## src/logic/bus_strobe_pkg.sv

```systemverilog
// Constants and carrier types for the external bus strobe controller
package bus_strobe_pkg;
   localparam int ADDR_W = 16;
   localparam int BYTE_W = 8;
   localparam int PHASE_W = 2;
   localparam int STRETCH_W = 4;
   localparam int WAIT_W = 6;
   // One machine cycle spans four crystal clocks
   localparam logic [PHASE_W-1:0] PHASE_LAST = 2'h3;
   localparam logic [PHASE_W-1:0] PHASE_PROGRAM_STORE_STROBE_N_A = 2'h1;
   localparam logic [PHASE_W-1:0] PHASE_PROGRAM_STORE_STROBE_N_B = 2'h2;
   localparam logic [PHASE_W-1:0] PHASE_RST = 2'h0;
   localparam logic [STRETCH_W-1:0] STRETCH_MAX = 4'ha;
   localparam logic [WAIT_W-1:0] CLKS_PER_MC = 6'h04;
   localparam logic [WAIT_W-1:0] WAIT_RST = 6'h00;
   localparam logic [WAIT_W-1:0] WAIT_ONE = 6'h01;
   localparam logic [BYTE_W-1:0] BYTE_RST = 8'h00;

   typedef enum logic [1:0] {
      PAGE_NONE = 2'h0,
      PAGE_ONE = 2'h1,
      PAGE_TWO = 2'h2,
      PAGE_FOUR = 2'h3
   } page_mode_t;

   typedef struct packed {
      logic ext_access;
      logic code_fetch;
      logic page_hit;
      logic [ADDR_W-1:0] addr;
   } bus_req_t;

   typedef struct packed {
      logic emi_reduce;
      logic latch_strobe_force_on;
      logic traditional_mode;
      page_mode_t page_mode;
   } strobe_cfg_t;
endpackage

```

## src/logic/external_bus_strobe_control.sv

```systemverilog
// Strobe generator for the external program/data memory bus
`timescale 1ns/10ps
module external_bus_strobe_control #(
   parameter logic [bus_strobe_pkg::STRETCH_W-1:0] STRETCH_LIMIT = bus_strobe_pkg::STRETCH_MAX
) (
   input wire logic mclk_in,
   input wire logic sys_rst_in,
   input wire bus_strobe_pkg::bus_req_t bus_req_in,
   input wire bus_strobe_pkg::strobe_cfg_t cfg_in,
   input wire logic data_move_start_in,
   input wire logic [bus_strobe_pkg::STRETCH_W-1:0] stretch_in,
   output logic latch_strobe_out,
   output logic program_store_strobe_n_out,
   output logic [bus_strobe_pkg::BYTE_W-1:0] addr_low_out,
   output logic addr_low_oe_out,
   output logic data_move_busy_out,
   output logic machine_cycle_start_out
);

   typedef enum logic [1:0] {
      MOVE_IDLE = 2'b01,
      MOVE_ACTIVE = 2'b10
   } move_state_t;

   logic [bus_strobe_pkg::PHASE_W-1:0] phase;
   logic ale_pos;
   logic ale_neg;
   logic ale_enable;
   logic ale_park_high;
   logic wide_pulse;
   logic program_store_strobe_n_window;
   logic page_hold;
   logic next_ale_pos;
   logic next_program_store_strobe_n_n;
   logic [bus_strobe_pkg::WAIT_W-1:0] wait_left;
   logic [bus_strobe_pkg::WAIT_W-1:0] next_wait;
   logic [bus_strobe_pkg::STRETCH_W-1:0] stretch_eff;
   move_state_t move_state;
   logic page_one;
   logic page_one_hit;

   // Page mode one is tested in both strobe paths
   function automatic logic is_page_one(input bus_strobe_pkg::page_mode_t mode);
      return mode == bus_strobe_pkg::PAGE_ONE;
   endfunction

   function automatic logic [bus_strobe_pkg::STRETCH_W-1:0] clamp_stretch(
      input logic [bus_strobe_pkg::STRETCH_W-1:0] req
   );
      logic [bus_strobe_pkg::STRETCH_W-1:0] lim;
      lim = STRETCH_LIMIT;
      if (req > lim) begin
         return lim;
      end
      return req;
   endfunction

   // Clocks a stretched move stays busy, less the final idle-test cycle
   function automatic logic [bus_strobe_pkg::WAIT_W-1:0] move_wait(
      input logic [bus_strobe_pkg::STRETCH_W-1:0] stretch
   );
      logic [bus_strobe_pkg::WAIT_W-1:0] cycles;
      cycles = (bus_strobe_pkg::WAIT_W)'(stretch) + bus_strobe_pkg::WAIT_ONE;
      return bus_strobe_pkg::CLKS_PER_MC * cycles - bus_strobe_pkg::WAIT_ONE;
   endfunction

   // Phase test shared by the latch strobe and machine-cycle start paths
   function automatic logic at_phase(
      input logic [bus_strobe_pkg::PHASE_W-1:0] now,
      input logic [bus_strobe_pkg::PHASE_W-1:0] want
   );
      return now == want;
   endfunction

   // Machine-cycle phase counter; phase 0 is the latch strobe phase
   // Free running: the phase and the latch strobe (unless emi_reduce parks it) keep their rhythm with no access
   always_ff @(posedge mclk_in) begin
      if (sys_rst_in) begin
         phase <= bus_strobe_pkg::PHASE_RST;
      end else begin
         phase <= phase + 2'h1;
      end
   end

   // Combinational from the phase register; callers sample it on the edge
   assign machine_cycle_start_out = at_phase(phase, bus_strobe_pkg::PHASE_RST);

   // Strobe runs during accesses whatever the force-on bit says
   assign ale_enable = bus_req_in.ext_access
      | cfg_in.latch_strobe_force_on
      | ~cfg_in.emi_reduce;
   assign ale_park_high = cfg_in.traditional_mode & cfg_in.emi_reduce;
   // Only page mode none gets the falling-edge stretch to 1.5 clocks
   assign wide_pulse = (cfg_in.page_mode == bus_strobe_pkg::PAGE_NONE);
   assign page_one = is_page_one(cfg_in.page_mode);
   // A hit in page mode one reuses the latched low byte
   assign page_one_hit = page_one & bus_req_in.page_hit;

   always_comb begin
      next_ale_pos = 1'b0;
      if (sys_rst_in) begin
         next_ale_pos = cfg_in.traditional_mode;
      end else if (ale_enable) begin
         next_ale_pos = at_phase(phase, bus_strobe_pkg::PHASE_LAST);
         if (page_one_hit && bus_req_in.ext_access) begin
            next_ale_pos = 1'b0;
         end
      end else begin
         next_ale_pos = ale_park_high;
      end
   end

   always_ff @(posedge mclk_in) begin
      ale_pos <= next_ale_pos;
   end

   // Falling-edge stretch adds the half clock that makes 1.5 clocks
   // Reset clears it so the strobe shows only the reset level
   always_ff @(negedge mclk_in) begin
      if (sys_rst_in) begin
         ale_neg <= 1'b0;
      end else begin
         ale_neg <= ale_pos & (wide_pulse | ~ale_enable);
      end
   end

   // The OR of two flops is the only way to get a half-clock width
   assign latch_strobe_out = ale_pos | ale_neg;

   // Low address byte stands on the port while the strobe is high and
   // past its falling edge, where the outside latch closes on it
   always_ff @(posedge mclk_in) begin
      if (sys_rst_in) begin
         addr_low_out <= bus_strobe_pkg::BYTE_RST;
         addr_low_oe_out <= 1'b0;
      end else if (phase == bus_strobe_pkg::PHASE_LAST && bus_req_in.ext_access) begin
         addr_low_out <= bus_req_in.addr[bus_strobe_pkg::BYTE_W-1:0];
         addr_low_oe_out <= 1'b1;
      // Port released after phase 1 so data can turn around
      end else if (phase == bus_strobe_pkg::PHASE_PROGRAM_STORE_STROBE_N_A) begin
         addr_low_oe_out <= 1'b0;
      end
   end

   // Program strobe low in phases 2 and 3 of a fetch cycle
   assign program_store_strobe_n_window = (phase == bus_strobe_pkg::PHASE_PROGRAM_STORE_STROBE_N_A) |
                        (phase == bus_strobe_pkg::PHASE_PROGRAM_STORE_STROBE_N_B);
   // Hold needs the strobe already low, so a miss always reopens a pulse
   assign page_hold = page_one_hit & ~program_store_strobe_n_out;

   always_comb begin
      next_program_store_strobe_n_n = 1'b1;
      if (!sys_rst_in && bus_req_in.code_fetch) begin
         if (page_hold) begin
            next_program_store_strobe_n_n = 1'b0;
         end else begin
            next_program_store_strobe_n_n = ~program_store_strobe_n_window;
         end
      end
   end

   // Registered so the pin never glitches between phases
   always_ff @(posedge mclk_in) begin
      program_store_strobe_n_out <= next_program_store_strobe_n_n;
   end

   // Stretch values above the limit are clamped rather than wrapped
   assign stretch_eff = clamp_stretch(stretch_in);

   always_comb begin
      next_wait = wait_left - bus_strobe_pkg::WAIT_ONE;
      if (move_state == MOVE_IDLE) begin
         next_wait = move_wait(stretch_eff);
      end
   end

   // A start while busy is ignored; the caller must wait for idle
   always_ff @(posedge mclk_in) begin
      if (sys_rst_in) begin
         move_state <= MOVE_IDLE;
         wait_left <= bus_strobe_pkg::WAIT_RST;
      end else begin
         case (move_state)
            MOVE_IDLE: begin
               if (data_move_start_in) begin
                  move_state <= MOVE_ACTIVE;
                  wait_left <= next_wait;
               end
            end
            MOVE_ACTIVE: begin
               if (wait_left == bus_strobe_pkg::WAIT_RST) begin
                  move_state <= MOVE_IDLE;
               end else begin
                  wait_left <= next_wait;
               end
            end
            default: begin
               move_state <= MOVE_IDLE;
            end
         endcase
      end
   end

   // Busy comes from the state register, so it is glitch free
   assign data_move_busy_out = (move_state == MOVE_ACTIVE);

endmodule
```

## config.mk

```make
export PLATFORM = sky130hd
export DESIGN_NAME = external_bus_strobe_control
export DESIGN_NICKNAME = d
export VERILOG_FILES = /design/src/logic/bus_strobe_pkg.sv /design/src/logic/external_bus_strobe_control.sv
export SDC_FILE = /design/constraint.sdc
export NUM_CORES = 1
export LEC_CHECK = 0
export ABC_CLOCK_PERIOD_IN_PS = 3000
export BUFFER_PORTS_ARGS = -buffer_cell sky130_fd_sc_hd__buf_4
export CORE_ASPECT_RATIO = 0.6
export CORE_MARGIN = 4
export CORE_UTILIZATION = 35
export CTS_CLUSTER_SIZE = 8
export DETAILED_ROUTE_END_ITERATION = 16
export PLACE_DENSITY_LB_ADDON = 0.08
export REMOVE_ABC_BUFFERS = 1
export SLEW_MARGIN = 20
export SYNTH_ARGS = -nofsm -noshare
export SYNTH_HDL_FRONTEND = slang
export SYNTH_SLANG_ARGS = --single-unit
```

## constraint.sdc

```tcl
create_clock -name mclk_in -period 3 [get_ports mclk_in]
set_clock_uncertainty 0.15 [all_clocks]
set_input_delay 0.15 -clock mclk_in [delete_from_list [all_inputs] [get_ports mclk_in]]
set_output_delay 0.15 -clock mclk_in [all_outputs]
set_load 0.01 [all_outputs]
```

# Yosys cells after proc, flatten, opt, wreduce, memory -nomap -nowiden
# Index checks and enable logic that the tools add are counted.
[word_totals]
ff_bits = 22
output_inout_bits = 13
[op_classes]
addsub = 4
magnitude_cmp = 1
eq_ne = 9
n_mux = 16
bitwise = 13
n_reduce_logical = 11
[op_table]
columns = ["op", "n"]
rows = [
  ["$mux W6", 3],
  ["$pmux W6 S2", 1],
  ["$sub A6 B1 Y6 const B", 2],
  ["$mux W4", 2],
  ["$mux W1", 7],
  ["$eq A2 B1 Y1 const B", 3],
  ["$eq A2 B2 Y1 const B", 3],
  ["$logic_not A6 Y1", 1],
  ["$or A1 B1 Y1", 5],
  ["$add A4 B1 Y4 const B", 1],
  ["$and A1 B1 Y1", 4],
  ["$gt A4 B4 Y1 const B", 1],
  ["$logic_not A2 Y1", 2],
  ["$mux W2", 2],
  ["$ne A2 B2 Y1 const B", 2],
  ["$not A1 Y1", 4],
  ["$pmux W2 S2", 1],
  ["$reduce_bool A2 Y1", 2],
  ["$logic_and A1 B1 Y1", 3],
  ["$reduce_and A3 Y1", 1],
  ["$add A2 B1 Y2 const B", 1],
  ["$ne A2 B1 Y1 const B", 1],
  ["$reduce_and A2 Y1", 1],
  ["$logic_not A1 Y1", 1],
]

# Depth between registers and ports, before layout
# Gate-level depths: netlist of the first run.
[depth]
word_depth = 8
ltp_mapped = 6
mapped_depth_nobuf = 6

==> impl_metrics.tcl, run 1 <==
set metrics [dict create \
    status "finished clean" \
    synth_mux_area_share_pct 0 \
    critPathLaunchType "flip-flop" \
    dp_hpwl_um 1950 \
    async_flop_share_pct 0 \
    cts-buffers-inserted 3 \
    synth_simple_gate_area_share_pct 23.3 \
    antenna_found_initial 0 \
    worst_slack_ns 0.186 \
    final_core_util_pct 51.4 \
    drcViolationCount 0 \
    maxCapViolCount 0 \
    syn_to_final_growth_pct 40.7 \
    hold_ws_ns 0.00154 \
    power.density_nw_per_um2 508 \
    grt_max_degree 20 \
    yosysWarnings 0 \
    die_h_um 50.3 \
    numClockSinks 22 \
    synth_top_family_by_area "simple AND/OR/NAND/NOR gates" \
    clkTransAtPathRegs_ns 0.08 \
    synth_area_um2 1040 \
    drive_above_1_share_pct 29.4 \
    slew_viol_final 0 \
    synth_compound_area_share_pct 22.3 \
    rsz0062_at_grt "false" \
    io_buffers 35 \
    dr.first_iter.drc_count 75 \
    yosys-top-cells-area "dfxtp_1, a21oi_1, ha_1" \
    syn_area_per_cell_um2 8.47 \
    p_leak_nw 0.637 \
    cts_resized 0 \
    hold_class "in2reg" \
    antenna_left 0 \
    synth.largest_area_cell "dfxtp_1" \
    worst_ep_arrival_time_ns 2.51 \
    synth_fa_ha_area_share_pct 6.00 \
    synth_cell_types 35 \
    ys_ff_latch 22 \
    wl_per_cell_um 12.3 \
    relSlewSlack_pct 65.0 \
    wl_um 2530 \
    synth_top_area_share_pct 42.3 \
    rows 15 \
    nNetsFinal 200 \
    post-place-ws_ns 0.479 \
    end_kind "output port" \
    grt_pass1_wl_um 4240 \
    die_area_um2 3940 \
    core_area_um2 2850 \
    drt-vias-per-instance 4.74 \
    start_util_pct 36.5 \
    p_total_mw 0.745 \
    htreeDepth 1 \
    die_w_um 78.5 \
    vias 972 \
    fin_tns_setup_ns 0 \
    gp_congestion 0.817 \
    final_hold_viol_count 0 \
    clk_latency_ns 0.26 \
    cp.required_ns 2.70 \
    yosysSeqAreaShare_pct 42.3 \
    ios 44 \
    cts_tree "built" \
    setup_violations 0 \
    critPathKind "reg2out" \
    tightest_slew_ns 0.521 \
    cts-root-buf "clkbuf_8" \
    synth-edff-count 0 \
    first_pass_iters 4 \
    grt_overflow_total 0 \
    first_global_vias 909 \
    synthCells 123 \
    crit_fanout 1 \
    grt_util_all_layers_pct 13.5 \
    synth_ff_type "dfxtp_1" \
    synth_xor_area_share_pct 0 \
    num_antenna_cells 0 \
    clk_path_buf_depth 2 \
    peakVddDrop_mv 0.281 \
]
## flip-flops by register name, indices dropped and copies added (netlist names)
name / flops
addr_low_out: 8
wait_left: 6
move_state: 2
phase: 2
addr_low_oe_out: 1
ale_neg: 1
ale_pos: 1
program_store_strobe_n_out: 1
## cells in the mapped netlist, drive strengths merged, types with 2 or more instances
cell,number
a211oi,2
a21oi,13
a32o,2
buf,2
clkbuf,3
dfxtp,22
ha,5
inv,11
nand2,16
nand2b,3
nand3,10
nor2,7
nor2b,2
nor3,4
nor3b,2
o21ai,6
o22ai,2
## area by class of cell
type | count | area (um2)
fillers | 281 | 1390
multi-input cells | 85 | 538
flip-flops and latches | 22 | 440
repair buffers | 41 | 323
well taps | 42 | 52.6
clock buffers | 3 | 41.3
inverters | 10 | 37.5
clock inverters | 2 | 33.8
## per-stage QoR
step,instance area [um2],std cells
2_1_floorplan,1020,118
3_3_place_gp,1340,195
6_report,1470,205
4_1_cts,1470,205
5_1_grt,1470,205
3_5_place_dp,1340,195
## final timing paths
check        slack (ns)          endpoint       startpoint  cells past startpoint
min               0.002   addr_low_out[3]    bus_req_in[3]                      3
min reg2reg        0.31   addr_low_out[7]  addr_low_out[7]                      2
max                0.19  latch_strobe_out          ale_neg                      2
max reg2reg        0.89           ale_neg          ale_pos                      1
## layer usage
layer	vias to the layer above	part of all wire (%)	routed length, um	global-route usage [%]
met2	30	41	1040	18.6
met5	-	0	0	0
li1	505	-	-	-
met3	2	6.9	175	3.23
met4	0	0.75	19	1.74
met1	435	51	1290	21.5
## cells by family (layout without fill, tap and decap cells)
group,after synthesis,count (layout)
AND/OR/NAND/NOR,48,48
AO/OA/AOI/OAI,32,32
flip-flops,22,22
buffers and inverters,16,56
adder cells (fa/ha/maj),5,5
## layout by cell type, fill, tap and decap left out, drive strengths merged, types with 2 or more instances in the layout
| cell | netlist | routed |
|---|---|---|
| dfxtp | 22 | 22 |
| o21ai | 6 | 6 |
| nand2b | 3 | 3 |
| nor3b | 2 | 2 |
| o22ai | 2 | 2 |
| nor3 | 4 | 4 |
| nand2 | 16 | 16 |
| buf | 2 | 35 |
| inv | 11 | 11 |
| a32o | 2 | 2 |
| nor2b | 2 | 2 |
| clkbuf | 3 | 3 |
| dlygate4sd3 | 0 | 6 |
| ha | 5 | 5 |
| nor2 | 7 | 7 |
| nand3 | 10 | 10 |
| a21oi | 13 | 13 |
| a211oi | 2 | 2 |
## repair_timing
| item | CTS | global route |
|---|---|---|
| endpoints found under the setup margin | 0 | 0 |
| hold buffers | 6 | 0 |
| endpoints found under the hold margin | 6 | 0 |
| buffers inserted | 0 | 0 |
## power by group
group	total (mW)	switching [mW]	internal [mW]
Clock	0.281	0.101	0.180
Sequential	0.324	0.0144	0.309
Combinational	0.140	0.0703	0.0693
## critical path: stages (launching register included)
cell and delay [ns]:
dfxtp_1 0.28, or2_2 0.26, buf_4 0.14
Power figures use the tool's default switching activity.
==> run 2, diff against run 1 <==
--- a/config.mk
+++ b/config.mk
@@ -9,7 +9,7 @@
 export BUFFER_PORTS_ARGS = -buffer_cell sky130_fd_sc_hd__buf_4
 export CORE_ASPECT_RATIO = 0.6
 export CORE_MARGIN = 4
-export CORE_UTILIZATION = 35
+export CORE_UTILIZATION = 25
 export CTS_CLUSTER_SIZE = 8
 export DETAILED_ROUTE_END_ITERATION = 16
 export PLACE_DENSITY_LB_ADDON = 0.08
==> run 2 against run 1 <==
  * Global-route usage decreased by 3.3 points
  * Worst hold slack better by 0.013 ns
  * Wire length grew 3.7%
  * Cell count up 3.4%
  * Sequential cell count stayed put
  * Non-clock buffer count rose by 2
  * Clock power is 32% lower
  * Register-to-register slack hardly changed
  * Combinational power is essentially flat
  * Critical endpoint unchanged
  * Largest cell class unchanged
==> impl_metrics.tcl, run 2 (same netlist as run 1, synthesis figures left out) <==
set metrics [dict create \
    drive_above_1_share_pct 28.5 \
    p_total_mw 0.656 \
    dp_cells 200 \
    clk_path_buf_depth 2 \
    worst_ep_arrival_time_ns 2.50 \
    final_core_util_pct 38.3 \
    gp_congestion 0.731 \
    wl_per_cell_um 12.4 \
    syn_to_final_growth_pct 40.7 \
    worst_slack_ns 0.195 \
    vias 967 \
    fin_tns_setup_ns 0 \
    worstHoldEndpoint "addr_low_out[3]" \
    p_leak_nw 0.633 \
    first_pass_iters 4 \
    stdcell_area_um2 1470 \
    peakVddDrop_mv 0.207 \
    ios 44 \
    die_h_um 58.0 \
    crit_slowest_cell "dfxtp_1" \
    die_w_um 91.4 \
    cts_resized 0 \
    clkTransAtPathRegs_ns 0.08 \
    start_util_pct 27.2 \
    dp_hpwl_um 2020 \
    hold_class "in2reg" \
    final_hold_viol_count 0 \
    slew_viol_final 0 \
    r2r_cells 1 \
    grt_pass1_wl_um 4410 \
    cts-buffers-inserted 3 \
    critPathKind "reg2out" \
    cpPeakStageDelay_ns 0.28 \
    r2r-end "ale_neg" \
    grt_overflow_total 0 \
    first_global_vias 938 \
    path_buf_inv 1 \
    final_common_cell "buf_4" \
    rrSetupSlack_ns 0.89 \
    layout_common_cells "buf_4, dfxtp_1, nand2_1, a21oi_1, nand3_1" \
    crit_chain "or2_2, buf_4" \
    hold_depth 3 \
    antenna_found_initial 0 \
    largest_reg_flops 8 \
    numClockSinks 22 \
    wl_um 2630 \
    drt-vias-per-instance 4.56 \
    power.density_nw_per_um2 447 \
    relSlewSlack_pct 68.7 \
    placed_cell_area_um2 1340 \
    cts-root-buf "clkbuf_8" \
    maxCapViolCount 0 \
    nFillCells 404 \
    nNetsFinal 202 \
    cp.required_ns 2.70 \
    num_antenna_cells 0 \
    grt_max_degree 20 \
    cts_tree "built" \
    hold_ws_ns 0.0146 \
    top_register "addr_low_out" \
    core_area_um2 3830 \
    critical_path.top_delay_family "flip-flops" \
    setup_violations 0 \
    rsz0062_at_grt "false" \
    rows 17 \
    dr.first_iter.drc_count 42 \
    crit_fanout 1 \
    stdcell_count 212 \
    die_area_um2 5300 \
    io_buffers 35 \
    r2r-start "ale_pos" \
    clk_latency_ns 0.26 \
    end_kind "output port" \
    status "finished clean" \
    grt_util_all_layers_pct 10.3 \
    tightest_slew_ns 0.465 \
    htreeDepth 1 \
    drcViolationCount 0 \
    critPathLaunchType "flip-flop" \
    reg_top3 "addr_low_out x8, wait_left x6" \
    worstHoldStart "bus_req_in[3]" \
    antenna_left 0 \
    post-place-ws_ns 0.455 \
]
==> run 2: changes by cell type in the layout (fill, tap and decap cells not counted) <==
cell,change
bufinv_16,-1
clkinv_1,+1
dlygate4sd3_1,+2
==> run 2: where the power goes <==
| group | switching (mW) | total, mW | internal (mW) |
|---|---|---|---|
| clock network | 0.0976 | 0.191 | 0.0930 |
| logic | 0.0704 | 0.142 | 0.0711 |
| registers | 0.0144 | 0.324 | 0.309 |
==> run 2: worst max path at each step <==
stage / depth (start not counted) / startpoint / end
after CTS: 2 / ale_neg / latch_strobe_out
final: 2 / ale_neg / latch_strobe_out
after global placement: 3 / bus_req_in[18] / ale_neg
after global routing: 2 / ale_neg / latch_strobe_out
after detailed placement: 3 / bus_req_in[18] / ale_neg
after floorplan: 1 / ale_neg / latch_strobe_out
==> run 2: routing by layer <==
| metal | vias up | wire [um] | global-route usage [%] |
|---|---|---|---|
| met2 | 16 | 1080 | 15.1 |
| met1 | 437 | 1390 | 14.8 |
| met4 | 0 | 12 | 1.50 |
| li1 | 512 | - | - |
| met5 | - | 0 | 0 |
| met3 | 2 | 146 | 3.63 |
==> run 2: area by class of cell <==
type                       count  area (um2)  area share (%)
tap                           47        58.8            4.01
inverter                      10        37.5            2.56
multi-input combinational     85         538            36.7
sequential                    22         440            30.0
clock inverter                 2        7.51           0.512
clock buffer                   3        41.3            2.82
timing repair buffer          43         343            23.4
==> run 2: repair_timing <==
item	CTS	global route
hold buffers	8	0
hold endpoints to repair	8	0
buffers inserted	0	0
